--- config.mk ---
export PLATFORM = sky130hd
export DESIGN_NAME = slrm_core
export DESIGN_NICKNAME = d
export VERILOG_FILES = /design/src/hw/slrm_pkg.sv /design/src/hw/slrm_sync_if.sv /design/src/hw/slrm_pin_sync.sv /design/src/hw/slrm_timer.sv /design/src/hw/slrm_core.sv
export SDC_FILE = /design/constraint.sdc
export NUM_CORES = 1
export LEC_CHECK = 0
export BUFFER_PORTS_ARGS = -buffer_cell sky130_fd_sc_hd__buf_4
export CAP_MARGIN = 20
export CORE_MARGIN = 8
export CORE_UTILIZATION = 40
export DETAILED_ROUTE_END_ITERATION = 10
export GPL_ROUTABILITY_DRIVEN = 0
export MAX_ROUTING_LAYER = met4
export SLEW_MARGIN = 30
export SYNTH_ARGS = -nofsm -noshare
export SYNTH_HDL_FRONTEND = slang
export SYNTH_SLANG_ARGS = --single-unit
--- constraint.sdc ---
create_clock -name mclk -period 2.7 [get_ports mclk]
set_input_delay 0.135 -clock mclk [delete_from_list [all_inputs] [get_ports mclk]]
set_output_delay 0.135 -clock mclk [all_outputs]
set_load 0.005 [all_outputs]
--- src/hw/slrm_pkg.sv ---
// Package of constants and types for the shaft light relay manager
`default_nettype none
package slrm_pkg;
  localparam int unsigned CLK_HZ       = 250_000_000;
  localparam int unsigned PULSE_MS     = 500;
  localparam int unsigned SUPV_MS      = 1500;
  localparam int unsigned IDLE_HOURS   = 5;
  localparam int unsigned MS_PER_S     = 1000;
  localparam int unsigned S_PER_HOUR   = 3600;
  // Divider producing a 1 ms tick; all timing counts run on that tick
  localparam int unsigned TICK_CYC     = CLK_HZ / MS_PER_S;
  localparam int unsigned PULSE_TICKS  = PULSE_MS;
  localparam int unsigned SUPV_TICKS   = SUPV_MS;
  localparam int unsigned IDLE_TICKS   = IDLE_HOURS * S_PER_HOUR * MS_PER_S;
  localparam logic [15:0] FAULT_CODE   = 16'h08E3; // Event 2275
  // Register offsets (word index on the plain port)
  localparam logic [3:0]  REG_CTRL     = 4'h0;
  localparam logic [3:0]  REG_STATUS   = 4'h1;
  localparam logic [3:0]  REG_IRQ_STAT = 4'h2;
  localparam logic [3:0]  REG_IRQ_MASK = 4'h3;
  localparam logic [3:0]  REG_IDLE_LIM = 4'h4;
  localparam logic [3:0]  REG_FAULT    = 4'h5;
  // Control bit positions
  localparam int unsigned CTRL_IMPULSE = 0;
  localparam int unsigned CTRL_SW_ON   = 1;
  localparam int unsigned CTRL_SW_OFF  = 2;
  localparam logic [31:0] CTRL_RESET   = 32'h0000_0001;
  // Interrupt bit positions
  localparam int unsigned IRQ_FAULT    = 0;
  localparam int unsigned IRQ_AUTO_ON  = 1;
  localparam int unsigned IRQ_IDLE_OFF = 2;
  localparam int unsigned IRQ_W        = 3;
  typedef enum logic [1:0] {
    SLRM_IDLE  = 2'b00,
    SLRM_PULSE = 2'b01,
    SLRM_WAIT  = 2'b10
  } slrm_state_t;
endpackage : slrm_pkg
`default_nettype wire

--- src/hw/slrm_sync_if.sv ---
// Interface carrying the synchronised feedback level and button edge between the input filter and the core
`default_nettype none
interface slrm_sync_if;
  logic feedback;
  logic button_rise;
  modport source (output feedback, output button_rise);
  modport sink   (input feedback, input button_rise);
endinterface : slrm_sync_if
`default_nettype wire

--- src/hw/slrm_pin_sync.sv ---
// Three-stage synchronisers for the feedback contact and push-button pins
`default_nettype none
module slrm_pin_sync (
  input  wire logic   mclk,
  input  wire logic   reset,
  input  wire logic   feedback_pin,
  input  wire logic   button_pin,
  slrm_sync_if.source sync
);
  logic [2:0] fb_sr;
  logic [2:0] bt_sr;
  logic       fb_level;
  logic       bt_level;

  // Shift pins in; a change counts only once stages two and three agree
  always_ff @(posedge mclk)
  begin
    if (reset)
    begin
      fb_sr    <= 3'h0;
      bt_sr    <= 3'h0;
      fb_level <= 1'b0;
      bt_level <= 1'b0;
    end
    else
    begin
      fb_sr <= {fb_sr[1:0], feedback_pin};
      bt_sr <= {bt_sr[1:0], button_pin};
      if (fb_sr[1] == fb_sr[2])
        fb_level <= fb_sr[2];
      if (bt_sr[1] == bt_sr[2])
        bt_level <= bt_sr[2];
    end
  end

  // Button edge: held level rising, one pulse per press
  logic bt_level_q;
  always_ff @(posedge mclk)
  begin
    if (reset)
      bt_level_q <= 1'b0;
    else
      bt_level_q <= bt_level;
  end

  assign sync.feedback    = fb_level;
  assign sync.button_rise = bt_level & ~bt_level_q;
endmodule : slrm_pin_sync
`default_nettype wire

--- src/hw/slrm_timer.sv ---
// Millisecond tick divider shared by the pulse, supervision and idle timers
`default_nettype none
module slrm_timer
  import slrm_pkg::*;
#(
  parameter int unsigned TICK_CYCLES = TICK_CYC
) (
  input  wire logic mclk,
  input  wire logic reset,
  output logic      tick
);
  localparam int unsigned CW = $clog2(TICK_CYCLES + 1);
  localparam logic [CW-1:0] LAST = CW'(TICK_CYCLES - 1);
  logic [CW-1:0] count;

  // Free-running divider; tick is a one-cycle enable
  always_ff @(posedge mclk)
  begin
    if (reset)
    begin
      count <= '0;
      tick  <= 1'b0;
    end
    else
    begin
      tick  <= (count == LAST);
      count <= (count == LAST) ? '0 : count + CW'(1);
    end
  end
endmodule : slrm_timer
`default_nettype wire

--- src/hw/slrm_core.sv ---
// Shaft light relay manager: relay drive, feedback supervision, auto on and idle off
//
// Implementation choices: the plain strobed port and the address map.
`default_nettype none
// Notes on behaviour
// - Impulse relay pulse lasts 500 ms
// - Fault if feedback unchanged 1500 ms after pulse
// - Manual relay toggling never raises a fault
// - Feedback always evaluated in both relay modes
// - Safety reasons with light off force light on
// - Light on idle 5 hours switched off
// - Push-button toggles light via impulse pulse
// - Without impulse relay drive on/off level outputs
// - Mismatch reported as fault event 2275
module slrm_core
  import slrm_pkg::*;
#(
  parameter int unsigned TICK_CYCLES = slrm_pkg::TICK_CYC,
  parameter int unsigned IDLE_LIMIT  = slrm_pkg::IDLE_TICKS
) (
  input  wire logic        mclk,
  input  wire logic        reset,
  input  wire logic        feedback_pin,
  input  wire logic        button_pin,
  input  wire logic        reason_inspection,
  input  wire logic        reason_emergency,
  input  wire logic        reason_maintenance,
  input  wire logic        reason_fire,
  input  wire logic        reason_door_supv,
  input  wire logic [3:0]  reg_addr,
  input  wire logic [31:0] reg_wdata,
  input  wire logic        reg_wr,
  input  wire logic        reg_rd,
  output logic      [31:0] reg_rdata,
  output logic             impulse_out,
  output logic             light_on_out,
  output logic             light_off_out,
  output logic             fault_event,
  output logic      [15:0] fault_code,
  output logic             irq
);
  import slrm_pkg::*;

  localparam int unsigned TW = 11;
  localparam logic [TW-1:0] PULSE_LAST = TW'(PULSE_TICKS - 1);
  localparam logic [TW-1:0] SUPV_LAST  = TW'(SUPV_TICKS - 1);
  localparam logic [31:0]   IDLE_RESET = 32'(IDLE_LIMIT);

  slrm_sync_if sync ();
  logic tick;

  slrm_pin_sync u_sync (
    .mclk         (mclk),
    .reset        (reset),
    .feedback_pin (feedback_pin),
    .button_pin   (button_pin),
    .sync         (sync.source)
  );

  slrm_timer #(
    .TICK_CYCLES (TICK_CYCLES)
  ) u_timer (
    .mclk  (mclk),
    .reset (reset),
    .tick  (tick)
  );

  // Registers
  logic [31:0]        ctrl;
  logic [IRQ_W-1:0]   irq_stat;
  logic [IRQ_W-1:0]   irq_mask;
  logic [31:0]        idle_limit;
  logic [15:0]        fault_count;
  slrm_state_t        state;
  logic [TW-1:0]      tcount;
  logic [31:0]        idle_count;
  logic               target;
  logic               fb_q;

  // Decode of bus strobes and control fields
  wire impulse_mode = ctrl[CTRL_IMPULSE];
  wire wr_ctrl      = reg_wr & (reg_addr == REG_CTRL);
  wire wr_mask      = reg_wr & (reg_addr == REG_IRQ_MASK);
  wire wr_limit     = reg_wr & (reg_addr == REG_IDLE_LIM);
  wire rd_irq       = reg_rd & (reg_addr == REG_IRQ_STAT);
  wire sw_on        = wr_ctrl & reg_wdata[CTRL_SW_ON];
  wire sw_off       = wr_ctrl & reg_wdata[CTRL_SW_OFF];

  // Feedback is the only view of the light state, manual toggles included
  wire fb          = sync.feedback;
  wire reason_any  = reason_inspection | reason_emergency | reason_maintenance
                   | reason_fire | reason_door_supv;
  wire idle_expire = fb & ~reason_any & (idle_count >= idle_limit) & tick;
  wire auto_on     = reason_any & ~fb;

  // Wanted light state this cycle, requests ranked safety first
  wire want_on  = auto_on | (sync.button_rise & ~fb) | (sw_on & ~reason_any);
  wire want_off = ~reason_any & (idle_expire | (sync.button_rise & fb) | sw_off);
  // Command only when feedback disagrees, so a toggle never undoes a correct light
  wire cmd_on   = want_on & ~fb;
  wire cmd_off  = want_off & fb & ~want_on;
  wire start    = (state == SLRM_IDLE) & (cmd_on | cmd_off);

  wire timer_last_pulse = tick & (tcount == PULSE_LAST);
  wire timer_last_supv  = tick & (tcount == SUPV_LAST);
  wire reached          = (fb == target);
  wire supv_fail        = (state == SLRM_WAIT) & timer_last_supv & ~reached;

  // Command sequencer: pulse or level drive, then supervise feedback
  always_ff @(posedge mclk)
  begin
    if (reset)
    begin
      state  <= SLRM_IDLE;
      tcount <= '0;
      target <= 1'b0;
    end
    else
    begin
      case (state)
        SLRM_IDLE:
        begin
          tcount <= '0;
          if (start)
          begin
            target <= cmd_on;
            state  <= impulse_mode ? SLRM_PULSE : SLRM_WAIT;
          end
        end
        SLRM_PULSE:
        begin
          if (tick)
            tcount <= tcount + TW'(1);
          if (timer_last_pulse)
          begin
            state  <= SLRM_WAIT;
            tcount <= TW'(PULSE_TICKS);
          end
        end
        SLRM_WAIT:
        begin
          // Supervision counts from the pulse start, only for our own command
          if (tick)
            tcount <= tcount + TW'(1);
          if (reached | timer_last_supv)
            state <= SLRM_IDLE;
        end
        default: state <= SLRM_IDLE;
      endcase
    end
  end

  // Relay outputs from flip-flops
  always_ff @(posedge mclk)
  begin
    if (reset)
    begin
      impulse_out   <= 1'b0;
      light_on_out  <= 1'b0;
      light_off_out <= 1'b0;
    end
    else
    begin
      impulse_out <= impulse_mode & (start | (state == SLRM_PULSE & ~timer_last_pulse));
      // Level outputs hold until the next command; relays stay put when idle
      if (~impulse_mode & start)
      begin
        light_on_out  <= cmd_on;
        light_off_out <= ~cmd_on;
      end
      else if (impulse_mode)
      begin
        light_on_out  <= 1'b0;
        light_off_out <= 1'b0;
      end
    end
  end

  // Idle-on timer in ms ticks; restarts whenever off or a reason is pending
  always_ff @(posedge mclk)
  begin
    if (reset)
      idle_count <= '0;
    else if (~fb | reason_any)
      idle_count <= '0;
    else if (tick & (idle_count < idle_limit))
      idle_count <= idle_count + 32'h0000_0001;
  end

  // Fault event output and counter
  always_ff @(posedge mclk)
  begin
    if (reset)
    begin
      fault_event <= 1'b0;
      fault_code  <= 16'h0000;
      fault_count <= 16'h0000;
      fb_q        <= 1'b0;
    end
    else
    begin
      fb_q        <= fb;
      fault_event <= supv_fail;
      if (supv_fail)
      begin
        fault_code  <= FAULT_CODE;
        fault_count <= fault_count + 16'h0001;
      end
    end
  end

  // Software registers
  always_ff @(posedge mclk)
  begin
    if (reset)
    begin
      ctrl       <= CTRL_RESET;
      irq_mask   <= '0;
      idle_limit <= IDLE_RESET;
    end
    else
    begin
      if (wr_ctrl)
        ctrl <= {31'h0000_0000, reg_wdata[CTRL_IMPULSE]};
      if (wr_mask)
        irq_mask <= reg_wdata[IRQ_W-1:0];
      if (wr_limit)
        idle_limit <= reg_wdata;
    end
  end

  // Sticky events; a new event in the clearing read's cycle survives
  wire [IRQ_W-1:0] events = {idle_expire & (state == SLRM_IDLE),
                             auto_on & start, supv_fail};
  always_ff @(posedge mclk)
  begin
    if (reset)
      irq_stat <= '0;
    else
      irq_stat <= (rd_irq ? '0 : irq_stat) | events;
  end

  assign irq = |(irq_stat & irq_mask);

  // Read mux, data in the cycle after the strobe
  logic [31:0] rd_mux;
  always_comb
  begin
    case (reg_addr)
      REG_CTRL:     rd_mux = ctrl;
      REG_STATUS:   rd_mux = {26'h0, light_off_out, light_on_out, impulse_out,
                              state == SLRM_IDLE, target, fb};
      REG_IRQ_STAT: rd_mux = {29'h0, irq_stat};
      REG_IRQ_MASK: rd_mux = {29'h0, irq_mask};
      REG_IDLE_LIM: rd_mux = idle_limit;
      REG_FAULT:    rd_mux = {fault_count, fault_code};
      default:      rd_mux = 32'h0000_0000;
    endcase
  end

  // Read data registered; zero outside the cycle after a read strobe
  always_ff @(posedge mclk)
  begin
    if (reset)
      reg_rdata <= 32'h0000_0000;
    else
      reg_rdata <= reg_rd ? rd_mux : 32'h0000_0000;
  end

  // Coil drive ends only out of the pulse state, never from idle or wait
  a_pulse_ends: assert property (@(posedge mclk) disable iff (reset)
    $fell(impulse_out) |-> $past(state) == SLRM_PULSE)
    else $error("impulse ended outside pulse state");

  // Ticks seen while the coil is driven, counted apart from the sequencer timer
  logic [TW-1:0] pulse_ticks_seen;
  always_ff @(posedge mclk)
  begin
    if (reset | ~impulse_out)
      pulse_ticks_seen <= '0;
    else if (tick)
      pulse_ticks_seen <= pulse_ticks_seen + TW'(1);
  end

  // A finished pulse has lasted exactly the pulse length in ms ticks
  a_pulse_length: assert property (@(posedge mclk) disable iff (reset)
    $fell(impulse_out) |-> pulse_ticks_seen == TW'(PULSE_TICKS))
    else $error("impulse length wrong");

  // Every pulse was commanded from idle in impulse mode
  a_pulse_cause: assert property (@(posedge mclk) disable iff (reset)
    $rose(impulse_out) |-> $past(start) && $past(impulse_mode))
    else $error("impulse without command");

  // A pulse always aims away from what the feedback showed
  a_pulse_needed: assert property (@(posedge mclk) disable iff (reset)
    $rose(impulse_out) |-> target != $past(fb))
    else $error("impulse toward state already shown");

  // Fault lands exactly at the end of the supervision window
  a_fault_timed: assert property (@(posedge mclk) disable iff (reset)
    $rose(fault_event) |-> $past(state) == SLRM_WAIT && $past(tcount) == SUPV_LAST)
    else $error("fault raised at wrong time");

  // Fault sets its sticky flag, even against a clearing read
  a_fault_flag: assert property (@(posedge mclk) disable iff (reset)
    supv_fail |=> irq_stat[IRQ_FAULT])
    else $error("fault flag not set");

  // Fault event is a single-cycle pulse
  a_fault_once: assert property (@(posedge mclk) disable iff (reset)
    fault_event |=> !fault_event)
    else $error("fault event longer than one cycle");

  // Fault record carries the relay supervision event number
  a_fault_code: assert property (@(posedge mclk) disable iff (reset)
    fault_event |-> fault_code == FAULT_CODE)
    else $error("fault code wrong");

  // No fault follows an idle cycle: hand toggles are not supervised
  a_no_manual_fault: assert property (@(posedge mclk) disable iff (reset)
    (state == SLRM_IDLE) |=> !fault_event)
    else $error("fault without command");

  // Level relays get exactly one of on or off, never the coil pulse
  a_level_mode: assert property (@(posedge mclk) disable iff (reset)
    !impulse_mode && start |=> light_on_out != light_off_out && !impulse_out)
    else $error("level outputs wrong");

  // Level relays keep their last command between commands
  a_level_hold: assert property (@(posedge mclk) disable iff (reset)
    !impulse_mode && !start |=> $stable(light_on_out) && $stable(light_off_out))
    else $error("level outputs moved without command");

  // Dark shaft with a reason pending is driven on at once when the sequencer is idle
  a_auto_start: assert property (@(posedge mclk) disable iff (reset)
    auto_on && state == SLRM_IDLE |=> target && (impulse_out || light_on_out))
    else $error("auto on not started");

  // Expired idle timer turns the light off when the sequencer is free
  a_idle_off: assert property (@(posedge mclk) disable iff (reset)
    idle_expire && state == SLRM_IDLE && !wr_ctrl |=> !target && state != SLRM_IDLE)
    else $error("idle expiry not acted on");

  // Pending reason holds the idle timer at zero
  a_idle_reset: assert property (@(posedge mclk) disable iff (reset)
    reason_any |=> idle_count == 32'h0)
    else $error("idle counter not restarted");

  // Read data stand only in the cycle after a read strobe
  a_rdata_idle: assert property (@(posedge mclk) disable iff (reset)
    !reg_rd |=> reg_rdata == 32'h0000_0000)
    else $error("read data outside read cycle");
endmodule : slrm_core
`default_nettype wire

==> run summary, run 1 <==
The run finished with clean final reports. The run gives 53 as the unique cell type count in the Yosys netlist. Summed over all layers, the routed wires come to 20200 um.

The logs give 0 for the final count of hold timing violations and 14120 um for the detailed placement HPWL. The number of antenna cells inserted is 0, and the number of port buffers is 89. No sink is reached through more buffers than the 2 on the longest clock path.

The simple logic cell fraction of the synthesized area is 0.2641, and the cell count after placement is 1286. The number of nets still failing antenna checks after routing was 0. In this run the most critical hold path is launched from reg_addr[3].

The logs give 0.4032 for the initial core utilization and 0 for the number of violations of the max-capacitance limit. Setup repair after global routing could not meet its margin everywhere. The cell area after technology mapping is 7745 um2, and the synthesis-stage register bit count is 166. The fraction of the mapped netlist area in compound gates came out at 0.1181. The run gives 0 as the number of antenna violations at the first check in global routing.

After synthesis, the largest family of logic cells by area is simple AND/OR/NAND/NOR gates. For this design the ratio of total power to cell area is 568.8 nW/um2. The final count of pins violating max slew was 0. The adder and majority cell fraction of the synthesized area is 0.06462, and the post-layout net count is 1164. After detailed routing, the number of remaining DRC violations is 0. The final cycle utilization of the critical path came out at 0.9456. The startpoint type of the worst setup path was a flip-flop.

The routed wire length per instance came out at 14.91 um. The number of DRC markers after the initial detailed-route iteration is 403. Row generation in the floorplan step produced 51 rows. Across all register-to-register paths, the minimum setup slack is 150 ps. The endpoint class of the critical path is a flip-flop. Entering global routing, the biggest net connects 59 pins. Relative to the synthesized area, the layout overhead comes to 28.22%. Summed over all layers, the global routing overflow is 0. From bottom edge to top edge, the die measures 155.2 um.

The share of synthesized area spent on multiplexers is 0.01082. The worst register-to-register path ends at idle_count[16]$_SDFFE_PP0P_. Overall track demand over capacity in global routing: 0.1734.

Subtracting the final worst setup slack from the clock period gives 2553 ps. For this run, the top clock speed supported by timing is 391.7 MHz. The worst hold path terminates at reg_rdata[0]$_SDFF_PP0_. At the worst endpoint, the required time is 2990 ps.

Clock-pin slew on the worst setup and hold paths: 70 ps. The cell depth of the worst min-delay path was 4. Total power for the finished layout comes to 5649 uW. By count the netlist is led by dfxtp_1 (166), nand2_1 (120), nor2_1 (110). In this run the worst hold path is classified as input pin to flip-flop. The number of clock buffers added by TritonCTS is 17. The mean number of vias per cell works out to 5.033. Fraction of synthesized cell area taken by the top area cell type: 0.4291. Full die area: 24070 um2. For the setup total negative slack, the log shows 0 ps.

The sequential-to-total area share from yosys stat was 0.4291. The area share of xor/xnor cells in the synthesized design is 0.05541. Number of standard cells after synthesis: 938.

The share of post-route cells with drive strength above 1 works out to 0.1835. Startpoint-to-endpoint class of the critical path: flip-flop to flip-flop. The final cell count without fillers is 1355, and the yosys synthesis warning count is 0. TritonCTS built the clock tree. Yosys mapped a number of flops with a built-in enable equal to 0. The worst-case reg-to-reg path depth came out at 10. The clock reaches the later pin of the worst-skew pair after 430 ps.

The first-pass GRT wire length was 32920 um. The die is 155.2 um wide. The root buffer cell chosen for the clock tree is clkbuf_16. Yosys attributes the largest share of cell area to dfxtp_1 (43%), ha_1 (6.5%), nand2_1 (5.8%). For this run, the detailed router's first-pass iteration total came to 5.

In this run the static leakage power is 0.003837 uW. Detailed routing inserted a total of 6820 vias. In this run the worst path has a maximum fanout of 5. The worst slew margin relative to its limit is 0.5472. The tools report the standard cell core area as 19210 um2. The tools report the count of final setup violators as 0. For the worst setup path, the data arrival time is 2840 ps. The number of global-route vias before repair came out at 6485. At the pin with the least slew margin, the transition time is 674.0 ps. The clock tree synthesis step divided the H-tree into 4 levels. The share of flip-flops with an asynchronous set or reset after synthesis is 0. For the number of top-level design ports, the log shows 100. For this run, the leading register cell type out of synthesis is dfxtp_1. The most common cell in the synthesized netlist is dfxtp_1. The fraction of the core area covered by cells at the end of the flow came out at 0.5170. The biggest area consumer among synthesized cells was dfxtp_1. A synthesized cell averages 8.257 um2. In this run the critical register-to-register path is launched from idle_limit[31]$_SDFFE_PP0P_. The number of clock sinks seen by CTS was 166; the worst setup skew after layout was 10.78 ps.

The run gives 0.0004731 V as the maximum vdd ir drop. Tracing the worst setup path back leads to its startpoint at idle_limit[31]$_SDFFE_PP0P_.
## worst max path at each step
stage	slack, ps	cells past startpoint	to
floorplan	140	10	idle_count[22]$_SDFFE_PP0P_
global placement	30	9	idle_count[22]$_SDFFE_PP0P_
detailed placement	-40	11	idle_count[31]$_SDFFE_PP0P_
CTS	20	12	idle_count[31]$_SDFFE_PP0P_
global route	-4	13	idle_count[9]$_SDFFE_PP0P_
finish	150	10	idle_count[16]$_SDFFE_PP0P_
## layout make-up
| class | count | area (um2) |
|---|---|---|
| well taps | 265 | 331.6 |
| clock buffers | 17 | 425.4 |
| multi-input cells | 680 | 4144 |
| inverters | 45 | 168.9 |
| fillers | 1817 | 9276 |
| clock inverters | 15 | 191.4 |
| repair buffers | 167 | 1341 |
| flip-flops and latches | 166 | 3328 |
## layout by cell type (no fill, tap or decap), types with 4 or more instances in the layout
cell,n
a21oi_1,80
a22oi_1,23
a31oi_1,7
and3_1,22
buf_4,132
clkbuf_16,17
conb_1,10
dfxtp_1,162
dfxtp_2,4
dlygate4sd3_1,35
ha_1,39
inv_1,45
inv_6,4
mux2i_1,5
nand2_1,120
nand2b_1,6
nand3_1,26
nand3b_1,8
nand4_1,26
nor2_1,110
nor2b_1,16
nor3_1,13
nor4_1,7
nor4_2,6
o21ai_0,32
or3_1,20
xnor2_1,27
xor2_1,22
## power by group
| part | leakage (uW) | switching, uW | internal [uW] |
|---|---|---|---|
| clock network | 0.000302 | 1070 | 1480 |
| registers | 0.00134 | 41.2 | 2490 |
| logic | 0.00219 | 302 | 262 |
## routing by layer
layer / wire [um] / GRT usage / part of all wire
met1: 9863 / 0.2288 / 0.49
met2: 9150 / 0.2617 / 0.45
met3: 955 / 0.03800 / 0.047
met4: 230 / 0.05133 / 0.011
met5: 0 / - / 0
## timing repair
action                     CTS  global route
pin swaps                    2             7
resized for setup            2            22
gates cloned                 0             1
hold endpoints to repair    41             0
setup endpoints to repair    5            25
buffers inserted             1             0
hold buffers                35             0
## cells by family (layout without fill, tap and decap cells)
| kind of cell | Yosys count | after routing |
|---|---|---|
| AOI/OAI and AO/OA | 160 | 160 |
| other | 1 | 10 |
| and+or+nand+nor | 412 | 413 |
| muxes | 8 | 8 |
| buffers and inverters | 102 | 244 |
| DFF | 166 | 166 |
| xor gates and xnor gates | 49 | 49 |
| adders and majority gates | 40 | 40 |
## registers in the layout, summed over array words and instances, names as in the netlist, 3 cells and up
signal and cells:
tcount 11, fault_count 16, irq_mask 3, irq_stat 3
idle_count 32, idle_limit 32, reg_rdata 32, u_timer.count 18
u_sync.bt_sr 3, u_sync.fb_sr 3
## metrics by stage
step	hold WS (ps)	setup slack (ps)	cell area (um2)
3_3_place_gp	346.9	25.64	8823
4_1_cts	99.18	18.39	9811
6_report	106.4	147.0	9931
3_5_place_dp	354.9	-41.43	8823
2_1_floorplan	252.9	144.7	7779
5_1_grt	137.6	-3.883	9931
## worst max-delay path, cell delays in order (launching register included)
cell	delay, ps
dfxtp_2	340
inv_1	40
ha_1	300
nand4_1	150
buf_4	150
nor2_1	50
a22oi_2	200
nand4_1	190
or4_2	720
o21ai_0	190
a21oi_1	80
(Power assumes the default switching activity.)
==> run 2: changes to the inputs <==
Settings changed: REMOVE_ABC_BUFFERS set to 1.
==> run summary, run 2 (synthesis results as in run 1) <==
The worst setup skew after layout is 10.24 ps (-0.5368 ps), and the required time at the endpoint of the critical path is 3050 ps (+60 ps). Leaving out fill and tap cells, the most frequent cells in the layout are dfxtp_1 (156), buf_4 (128), nand2_1 (120), nor2_1 (110), a21oi_1 (78). The switching fraction of total power was 0.2556 (+0.005480); the ratio of total power to cell area was 548.5 nW/um2 (-3.6%). The total number of placement rows came out at 51 (unchanged).

The detailed-route DRC error count is 0 (unchanged). The tools report the later-pin clock latency in the skew report as 420 ps (about the same). The slew of the pin with the lowest slew margin is 638.2 ps (-35.72 ps), and the maximum fanout count along the critical path is 5 (unchanged). The startpoint identified for the worst hold timing path is reg_rd. Mean number of vias per cell: 5.006 (-0.54%).

The post-layout net count is 1160 (-0.34%). The startpoint type of the worst setup path was a flip-flop. The final count of hold timing violations was 0 (unchanged).

The full die area was 24070 um2 (unchanged); the number of H-tree branching levels was 4 (unchanged). The worst-case reg-to-reg path depth works out to 10 (unchanged). The chip width is 155.2 um (unchanged). The number of port buffers is 89 (unchanged).

Overall track demand over capacity in global routing: 0.1625 (-0.01091). The largest registers in the layout are idle_count (32), idle_limit (32), reg_rdata (32). The clock-pin slew on the worst setup and hold paths is 60 ps (about the same). The number of filler instances in the final layout is 1848 (+1.7%). For the sum of overflow across all layers after global routing, the log shows 0 (unchanged).

Worst reg2reg path startpoint: idle_limit[20]$_SDFFE_PP1P_. Routed wire length per instance: 14.13 um (-5.2%). The share of post-route cells with drive strength above 1 was 0.1805 (-0.003007). The final cycle utilization of the critical path works out to 0.9491 (+0.003543). The tools report the total clock buffers created by CTS as 17 (unchanged). The run gives 5386 uW (-4.6%) as the total power consumption of the routed design. The worst hold-check path type was input pin to flip-flop. The logs give 31150 um (-5.4%) for the first-pass GRT wire length and 0.5712 (+0.02399) for the worst slew margin relative to its limit. The number of DRC markers after the initial detailed-route iteration was 431 (+6.9%).

The final count of pins violating max slew was 0 (unchanged). Detailed placement HPWL: 13460 um (-4.7%). The path with the worst hold slack has its endpoint at irq_stat[0]$_SDFF_PP0_. The logs give 6763 (-0.84%) for the total via count in the routed design and 6348 (-2.1%) for the number of global-route vias before repair. The tools report the sequential share of power as 0.471 (+0.022). The count of final setup violators is 0 (unchanged), and the net switching power is 1377 uW (-2.6%).

The fraction of the core area covered by cells at the end of the flow was 0.5112 (-0.005798); the part of the total power dissipated in combinational logic was 0.101 (about the same). The leakage power was 0.003786 uW (-1.3%). The clock period minus final worst setup slack works out to 2563 ps (+9.565 ps). The standard cell core area came out at 19210 um2 (unchanged). The area growth from synthesis to layout is 26.79%. The buffer depth of the longest clock path was 2 (unchanged). In this run the critical register-to-register path is captured at idle_count[22]$_SDFFE_PP0P_. The run finished with clean final reports. For the number of antenna cells inserted, the log shows 0 (unchanged). TritonCTS built the clock tree. The maximum number of pins on one net before global-route repair came out at 50 (-15%). Number of violations of the max-capacitance limit: 0 (unchanged). The cell depth of the worst min-delay path works out to 4 (unchanged).

The setup slack on the worst flop-to-flop path is 140 ps (about the same). The tools report the buffer type at the clock tree root as clkbuf_16. The die span in y was 155.2 um (unchanged). The iteration count of the initial detailed-routing pass came out at 6 (+1).

The commonest non-fill, non-tap cell in the layout was dfxtp_1. The logs give 100 (unchanged) for the number of top-level design ports and 166 (unchanged) for the number of clock sinks seen by CTS. The run gives 4009 uW (-5.3%) as the total internal power. The tools report the detailed-route wire length as 19090 um (-5.5%).

The number of nets still failing antenna checks after routing came out at 0 (unchanged). The initial core utilization was 0.4032 (unchanged); the portion of total power attributed to the clock network was 0.429 (-0.022). The run gives 0.0004321 V (-8.7%) as the maximum vdd ir drop. STA classifies the critical path endpoint as a flip-flop. The number of antenna violations at the first check in global routing is 0 (unchanged). Highest clock frequency the design can meet: 390.2 MHz (-0.37%).

By startpoint and endpoint, the worst setup path is classified as flip-flop to flip-flop. The data arrival at the endpoint of the critical path came out at 2910 ps (+70 ps).
==> run 2: cell count changes in the layout (fill, tap and decap cells not counted), sizes merged <==
cell | previous run | this run
clkinv | 5 | 8
inv | 51 | 48
clkinvlp | 1 | 3
dlygate4sd3 | 35 | 34
bufinv | 3 | 1
buf | 132 | 129
==> run 2: worst max-delay path, cell delays in order (launching register included) <==
cell     delay [ps]
dfxtp_1         370
inv_1            80
ha_1            220
a21oi_2         140
o21ai_0         100
a22oi_1         240
nand4_1         160
buf_4           170
or4_4           550
or3_1           320
a21oi_1         140
==> run 2: cell type report <==
type                            count  area (um2)  area share
Clock buffer                       17       425.4     0.04332
Clock inverter                     15       130.1     0.01325
Inverter                           45       168.9     0.01720
Multi-Input combinational cell    680        4106      0.4182
Sequential cell                   166        3336      0.3397
Tap cell                          265       331.6     0.03377
Timing Repair Buffer              163        1321      0.1346
==> run 2: through the flow <==
stage	instances	hold slack [ps]	area (um2)	setup TNS [ps]	worst slack [ps]
finish	1351	149.7	9819	0	137.4
global route	1351	168.4	9819	-99.81	-23.35
CTS	1346	131.3	9687	0	26.38
detailed placement	1280	349.5	8778	-62.45	-30.28
global placement	1280	348.9	8778	0	35.07
floorplan	890	204.1	7503	-15770	-496.9
==> run 2: worst max-delay path by stage <==
stage                           startpoint  slack (ps)                          end
2_1_floorplan                  reg_addr[3]        -500  idle_limit[11]$_SDFFE_PP1P_
3_3_place_gp    idle_limit[7]$_SDFFE_PP1P_          40  idle_count[22]$_SDFFE_PP0P_
3_5_place_dp    idle_limit[7]$_SDFFE_PP1P_         -30  idle_count[22]$_SDFFE_PP0P_
4_1_cts        idle_limit[21]$_SDFFE_PP0P_          30  idle_count[31]$_SDFFE_PP0P_
5_1_grt        idle_limit[20]$_SDFFE_PP1P_         -20  idle_count[18]$_SDFFE_PP0P_
6_report       idle_limit[20]$_SDFFE_PP1P_         140  idle_count[22]$_SDFFE_PP0P_
==> run 2: what timing repair did <==
action                                 in CTS  in global routing
buffers inserted                            0                  4
cloned                                      0                  1
setup endpoints to repair                   7                 16
resized for setup                           2                 22
endpoints found under the hold margin      36                  0
hold buffers                               34                  0
pin swaps                                   0                  9
==> run 2: power by group through the flow <==
stage                     registers, uW  logic (uW)  clock network [uW]
final                              2540         541                2310
after detailed placement           2590         497                   0
after CTS                          2530         539                2360
after floorplan                    2580         300                   0
after global routing               2540         595                2480
after global placement             2590         491                   0
==> run 2: routing by layer <==
| layer | global-route usage | routed length (um) | vias up |
|---|---|---|---|
| met4 | 0.06113 | 316 | 0 |
| li1 | - | - | 3476 |
| met3 | 0.02913 | 823 | 22 |
| met2 | 0.2466 | 8492 | 146 |
| met5 | - | 0 | - |
| met1 | 0.2125 | 9459 | 3119 |
